[config.mk]
export PLATFORM = sky130hd
export DESIGN_NAME = bae_ctrl
export DESIGN_NICKNAME = d
export VERILOG_FILES = /design/src/design/bae_pkg.sv /design/src/design/bae_ctrl.sv /design/src/design/bae_timer.sv
export SDC_FILE = /design/constraint.sdc
export NUM_CORES = 1
export LEC_CHECK = 0
export BUFFER_PORTS_ARGS = -buffer_cell sky130_fd_sc_hd__buf_4
export CORE_UTILIZATION = 55
export CTS_CLUSTER_DIAMETER = 60
export DETAILED_ROUTE_END_ITERATION = 16
export GPL_TIMING_DRIVEN = 0
export PLACE_DENSITY = 0.79
export SYNTH_ARGS = -nofsm -noshare
export SYNTH_HDL_FRONTEND = slang
export SYNTH_SLANG_ARGS = --single-unit
[constraint.sdc]
create_clock -name clock -period 2.58 [get_ports clock]
set_input_delay 0.774 -clock clock [delete_from_list [all_inputs] [get_ports clock]]
set_output_delay 0.774 -clock clock [all_outputs]
set_load 0.02 [all_outputs]
[src/design/bae_pkg.sv]
/*
  constants and carrier types for the byte-alterable memory controller.
  assumes a 10 MHz system clock and an external 2048 x 8 memory on pins.
*/
package bae_pkg;
  // ---------------------------------------------------------------
  // geometry and timing
  // ---------------------------------------------------------------
  localparam int ADDR_W       = 11;
  localparam int DATA_W       = 8;
  localparam int CLK_HZ       = 10_000_000;
  localparam int CLK_NS       = 1_000_000_000 / CLK_HZ;
  localparam int ACCESS_NS    = 300;
  localparam int ACCESS_CYC   = (ACCESS_NS + CLK_NS - 1) / CLK_NS;
  localparam int SETUP_NS     = 200;
  localparam int SETUP_CYC    = (SETUP_NS + CLK_NS - 1) / CLK_NS;
  localparam int HOLD_US      = 2;
  localparam int HOLD_CYC     = (HOLD_US * 1000 + CLK_NS - 1) / CLK_NS;
  localparam int PULSE_MS     = 20;
  localparam int PULSE_CYC    = PULSE_MS * (CLK_HZ / 1000);
  localparam int CNT_W        = 24;
  localparam logic [DATA_W-1:0] ERASED_BYTE = 8'hFF;

  // ---------------------------------------------------------------
  // types
  // ---------------------------------------------------------------
  typedef enum logic [1:0] {BAE_READ, BAE_ERASE, BAE_WRITE, BAE_CHIP_ERASE} bae_op_t;

  typedef struct packed {
    bae_op_t           op;
    logic [ADDR_W-1:0] addr;
    logic [DATA_W-1:0] data;
  } bae_req_t;

  typedef struct packed {
    logic select_n;
    logic gate_n;
    logic strobe;
  } bae_ctl_t;

  localparam bae_ctl_t CTL_IDLE = '{select_n: 1'b1, gate_n: 1'b1, strobe: 1'b0};
endpackage : bae_pkg

[src/design/bae_ctrl.sv]
/*
  host-side sequencer for a byte-alterable 2048 x 8 memory on pins.
  assumes the memory is asynchronous and its pins settle within the stated times;
  pin inputs are synchronous to clock.
*/
`timescale 1ns/1ps
`default_nettype none
module bae_ctrl
  import bae_pkg::*;
#(
  parameter int PULSE_CYCLES = PULSE_CYC
) (
  input  wire logic                      clock,
  input  wire logic                      resetn,
  input  wire bae_pkg::bae_req_t         req,
  input  wire logic                      req_valid,
  output logic                           req_ready,
  output var  logic [bae_pkg::DATA_W-1:0] rd_data,
  output var  logic                      rd_valid,
  output var  logic [bae_pkg::ADDR_W-1:0] word_address_lines,
  output var  bae_pkg::bae_ctl_t         ctl,
  input  wire logic [bae_pkg::DATA_W-1:0] byte_data_lines_in,
  output var  logic [bae_pkg::DATA_W-1:0] byte_data_lines_out,
  output var  logic                      byte_data_lines_oe_n
);
  import bae_pkg::*;

  // ---------------------------------------------------------------
  // sequencer
  // ---------------------------------------------------------------
  typedef enum logic [2:0] {S_IDLE, S_SETUP, S_ACCESS, S_PULSE, S_HOLD} bae_state_t;

  bae_state_t         state_reg;
  bae_req_t           cur_reg;
  logic               tload;
  logic [CNT_W-1:0]   tcount;
  logic               tdone;
  logic               erase_phase_reg;

  bae_timer #(.W(CNT_W)) u_timer (
    .clock  (clock),
    .resetn (resetn),
    .load   (tload),
    .count  (tcount),
    .done   (tdone)
  );

  // only accept new work when every phase has closed out
  assign req_ready = (state_reg == S_IDLE);

  always_comb
  begin
    tload  = 1'b0;
    tcount = '0;
    case (state_reg)
      S_IDLE:
      begin
        if (req_valid)
        begin
          tload = 1'b1;
          tcount = (req.op == BAE_READ) ? CNT_W'(ACCESS_CYC) : CNT_W'(SETUP_CYC);
        end
      end
      S_SETUP:
      begin
        if (tdone)
        begin
          tload  = 1'b1;
          tcount = CNT_W'(PULSE_CYCLES);
        end
      end
      S_PULSE:
      begin
        if (tdone)
        begin
          tload  = 1'b1;
          tcount = CNT_W'(HOLD_CYC);
        end
      end
      S_HOLD:
      begin
        if (tdone && erase_phase_reg)
        begin
          tload  = 1'b1;
          tcount = CNT_W'(SETUP_CYC);
        end
      end
      default:
      begin
        tload  = 1'b0;
        tcount = '0;
      end
    endcase
  end

  always_ff @(posedge clock or negedge resetn)
  begin
    if (!resetn)
      state_reg <= S_IDLE;
    else
    begin
      case (state_reg)
        S_IDLE:   if (req_valid) state_reg <= (req.op == BAE_READ) ? S_ACCESS : S_SETUP;
        S_SETUP:  if (tdone) state_reg <= S_PULSE;
        S_ACCESS: if (tdone) state_reg <= S_IDLE;
        S_PULSE:  if (tdone) state_reg <= S_HOLD;
        S_HOLD:   if (tdone) state_reg <= erase_phase_reg ? S_SETUP : S_IDLE;
        default:  state_reg <= S_IDLE;
      endcase
    end
  end

  // request captured once and held unchanged for the whole operation
  always_ff @(posedge clock or negedge resetn)
  begin
    if (!resetn)
      cur_reg <= '0;
    else if (state_reg == S_IDLE && req_valid)
    begin
      cur_reg <= req;
      if (req.op == BAE_ERASE)
        cur_reg.data <= ERASED_BYTE;
    end
  end

  // ---------------------------------------------------------------
  // erase before write
  // ---------------------------------------------------------------
  // every byte write opens with an erase pulse, so no write lands on an unerased word;
  // the cost is a second full pulse per write
  always_ff @(posedge clock or negedge resetn)
  begin
    if (!resetn)
      erase_phase_reg <= 1'b0;
    else if (state_reg == S_IDLE && req_valid)
      erase_phase_reg <= (req.op == BAE_WRITE);
    else if (state_reg == S_HOLD && tdone)
      erase_phase_reg <= 1'b0;
  end

  // ---------------------------------------------------------------
  // pins
  // ---------------------------------------------------------------
  // address moves on the take edge, a cycle ahead of select, to give it the full access time
  always_ff @(posedge clock or negedge resetn)
  begin
    if (!resetn)
      word_address_lines <= '0;
    else if (state_reg == S_IDLE)
    begin
      if (req_valid)
        word_address_lines <= req.addr;
    end
    else
      word_address_lines <= cur_reg.addr;
  end

  // the erase phase of a write shows all ones before the new byte
  always_ff @(posedge clock or negedge resetn)
  begin
    if (!resetn)
      byte_data_lines_out <= '0;
    else if (erase_phase_reg)
      byte_data_lines_out <= ERASED_BYTE;
    else
      byte_data_lines_out <= cur_reg.data;
  end

  // data lines are don't-care for array erase, so leave them floating
  always_ff @(posedge clock or negedge resetn)
  begin
    if (!resetn)
      byte_data_lines_oe_n <= 1'b1;
    else
    begin
      case (state_reg)
        S_SETUP, S_PULSE, S_HOLD:
          byte_data_lines_oe_n <= (cur_reg.op == BAE_CHIP_ERASE);
        default:
          byte_data_lines_oe_n <= 1'b1;
      endcase
    end
  end

  // select stays low between the two pulses of a write so the word is never released
  always_ff @(posedge clock or negedge resetn)
  begin
    if (!resetn)
      ctl <= CTL_IDLE;
    else
    begin
      case (state_reg)
        S_ACCESS:
          ctl <= '{select_n: 1'b0, gate_n: 1'b0, strobe: 1'b0};
        S_SETUP, S_PULSE, S_HOLD:
        begin
          ctl.select_n <= 1'b0;
          // array erase keeps the gate low; byte ops raise it
          ctl.gate_n   <= (cur_reg.op != BAE_CHIP_ERASE);
          // strobe drops on the edge at which the pulse count runs out
          ctl.strobe   <= (state_reg == S_PULSE) && !tdone;
        end
        default:
          ctl <= CTL_IDLE;
      endcase
    end
  end

  // ---------------------------------------------------------------
  // read return
  // ---------------------------------------------------------------
  always_ff @(posedge clock or negedge resetn)
  begin
    if (!resetn)
    begin
      rd_data  <= '0;
      rd_valid <= 1'b0;
    end
    else
    begin
      rd_valid <= (state_reg == S_ACCESS) && tdone;
      if ((state_reg == S_ACCESS) && tdone)
        rd_data <= byte_data_lines_in;
    end
  end

endmodule : bae_ctrl
`default_nettype wire

[src/design/bae_timer.sv]
/*
  down-counter used to time setup, access, pulse and hold phases.
  assumes load is a single-cycle pulse from the sequencer.
*/
`timescale 1ns/1ps
`default_nettype none
module bae_timer #(
  parameter int W = 24
) (
  input  wire logic         clock,
  input  wire logic         resetn,
  input  wire logic         load,
  input  wire logic [W-1:0] count,
  output var  logic         done
);
  logic [W-1:0] cnt_reg;

  always_ff @(posedge clock or negedge resetn)
  begin
    if (!resetn)
      cnt_reg <= '0;
    else if (load)
      cnt_reg <= count;
    else if (cnt_reg != '0)
      cnt_reg <= cnt_reg - 1'b1;
  end

  // done ignores load: the sequencer decodes load from done, so gating it would close a loop
  assign done = (cnt_reg == '0);
endmodule : bae_timer
`default_nettype wire

==> impl_metrics.json <==
{
  "crit_arrival_ps": 1720,
  "fp.coreArea_um2": 6350,
  "nets": 438,
  "fin_util_pct": 70.68,
  "numClockSinks": 81,
  "worstSetupEndpointType": "output port",
  "place_congestion": 0.8120,
  "drc": 0,
  "drt-initial-drc-count": 203,
  "finalCritPeriodShare_pct": 96.62,
  "ioPinCount": 65,
  "num_antenna_cells": 0,
  "status": "finished, final reports clean",
  "p_switching_w": 0.001679,
  "final_cell_area_um2": 4488,
  "numCtsBuffers": 9,
  "largest_reg_flops": 24,
  "synth_ff_type": "dfrtp_1",
  "route.detailed.wl_per_inst_um": 14.98,
  "avgSynthCellArea_um2": 11.10,
  "area_growth_pct": 24.46,
  "fin_skew_ps": 9.829,
  "final-setup-viol-count": 0,
  "yosysWarningCount": 0,
  "fmax_mhz": 401.2,
  "netlist_area_um2": 3606,
  "clockPowerShare_pct": 22.7,
  "hold_violations": 0,
  "path_max_fanout": 10,
  "grt.overflow.total": 0,
  "hp-class": "reg2reg",
  "hold_buffers": 0,
  "combPwrFrac_pct": 33.8,
  "antenna_found_initial": 0,
  "drt-pass1-iter-count": 6,
  "fin_total_pwr_w": 0.004904,
  "synth_edf_count": 0,
  "fin_tns_setup_ps": 0,
  "tightest_slew_ps": 986.7,
  "synth-seq-area-share_pct": 56.32,
  "netSwitchingFraction_pct": 34.24,
  "period_minus_slack_ps": 2493,
  "async_reset_ff_share_pct": 100.0,
  "portBuffers": 63,
  "dieArea_um2": 6884,
  "syn_inst": 325,
  "grt_max_degree": 82,
  "cts_tree": "yes",
  "dieHeight_um": 82.97,
  "cp.required_ps": 1810,
  "peakVddDrop_v": 0.0006550,
  "drtAntennaViolNets": 0,
  "grt_pass1_wl_mm": 12.64,
  "num_rows": 29,
  "relSlewSlack_pct": 34.22,
  "dr_total_vias": 2768,
  "track_usage_pct": 23.28,
  "start_util_pct": 56.79,
  "drt_wl_total_mm": 7.281,
  "rsz0062_at_grt": "false",
  "drv_slew": 0,
  "crit_type": "reg2out",
  "clock_latency_ps": 350,
  "htreeDepth": 3,
  "dpl_cell_area_um2": 4175,
  "grt_pass1_vias": 2752,
  "leakagePower_nw": 2.120,
  "cp-start-kind": "flip-flop",
  "drv_cap": 0,
  "dp_hpwl_mm": 5.033,
  "cts.clk_slew.worst_paths_ps": 90,
  "pwr-share-seq_pct": 43.4,
  "dieWidth_um": 82.97,
  "ys_ff_latch": 81,
  "via_per_inst": 5.695,
  "synth_cell_types": 44,
  "p_int_w": 0.003225,
  "post_route_cells_drive_above_1_share_pct": 32.27,
  "cts_root_buffer": "clkbuf_8",
  "p_per_area_nw_per_um2": 1093,
  "synth_fp_nets": 359,
  "cts_buffer_depth": 2
}
## path summary, 6_finish.rpt
kind                                                  from                                to  slack [ps]  cells after the start
setup / recovery                  state_reg[1]$_DFFE_PN0P_                         req_ready          90                      4
hold / removal                      cur_reg[0]$_DFFE_PN0P_  byte_data_lines_out[0]$_DFF_PN0_         470                      1
setup reg to reg           u_timer.cnt_reg[14]$_DFFE_PN0P_   u_timer.cnt_reg[15]$_DFFE_PN0P_         130                      8
hold reg to reg                     cur_reg[0]$_DFFE_PN0P_  byte_data_lines_out[0]$_DFF_PN0_         470                      1
max in group asynchronous                           resetn   u_timer.cnt_reg[11]$_DFFE_PN0P_        1370                      1
min in group asynchronous                           resetn            rd_data[2]$_DFFE_PN0P_         580                      1
## stage by stage
stage               cells  hold slack [ps]  setup WS, ps
floorplan             325            436.7         233.8
global placement      465            442.3        -15.07
detailed placement    465            449.9        -42.36
CTS                   481            472.5         5.714
global route          486            493.5         4.604
finish                486            468.8         87.25
## logic make-up after synthesis
family / Yosys count / synth area share, %
compound gates: 61 / 9.820
xor+xnor: 14 / 3.400
fa+ha+maj: 2 / 0.6939
buf+inv: 19 / 3.227
flops: 81 / 56.32
mux: 33 / 9.924
simple gates: 115 / 16.62
## critical path, cell delays in order (launching register included)
cell and delay (ps):
dfrtp_1 370, clkbuf_1 210, nor3_4 290, clkbuf_2 310
buf_4 190
## power by group through the flow
stage,Clock (W),Sequential [W],Combinational [W]
6_report,0.00112,0.00213,0.00166
2_1_floorplan,0,0.00230,0.000884
3_5_place_dp,0,0.00214,0.00162
4_1_cts,0.00113,0.00212,0.00164
3_3_place_gp,0,0.00212,0.00157
5_1_grt,0.00119,0.00220,0.00184
## cells in the final DEF (no fill, tap or decap), types with 8 or more instances in the layout
master	count
nand2_1	21
o21ai_0	25
nor2_1	35
or3_1	9
dfrtp_1	78
or2_2	8
mux2i_1	11
clkbuf_8	11
clkbuf_1	8
a21oi_1	21
xor2_1	8
mux2_2	22
buf_4	68
## layout make-up
class / instances / area, um2
buffer: 16 / 106.4
clock buffer: 10 / 127.6
clock inverter: 6 / 115.1
fill: 478 / 1862
inverter: 3 / 11.26
multi-input combinational: 225 / 1490
sequential: 81 / 2031
tap: 77 / 96.34
timing repair buffer: 68 / 510.5
## per-layer routing
layer / vias up / GRT usage (%) / wire [um]
met5: - / 0 / 0
met4: 0 / 12.07 / 177
met3: 18 / 5.765 / 406
met2: 72 / 36.21 / 3535
met1: 1371 / 30.43 / 3163
li1: 1307 / - / -
## synthesized netlist by cell type (3+ instances only)
cell type  count  area, um2
nor2_1        35      131.4
o211ai_1       3      22.52
dfrtp_1       78       1952
buf_6          3      33.78
nand2b_1       3      18.77
nor4_1         5      31.28
mux2i_1       11      110.1
xor2_1         8      70.07
o31ai_1        3      22.52
or4_1          4      30.03
dfstp_2        3      78.83
or2_2          8      50.05
nand3_1        7      35.03
clkbuf_1       8      30.03
nor3_1         6      30.03
a21oi_1       21      105.1
mux2_2        22      247.7
o21ai_0       25      125.1
or3_1          9      56.30
xnor2_1        6      52.55
nand2_1       21      78.83
inv_1          3      11.26
## timing repair
item | 4_1_cts | 5_1_grt
setup endpoints to repair | 9 | 27
gates resized for setup | 3 | 3
pin swaps | 0 | 2
setup buffers | 0 | 5
No activity file was read; power rests on OpenSTA's default activity.
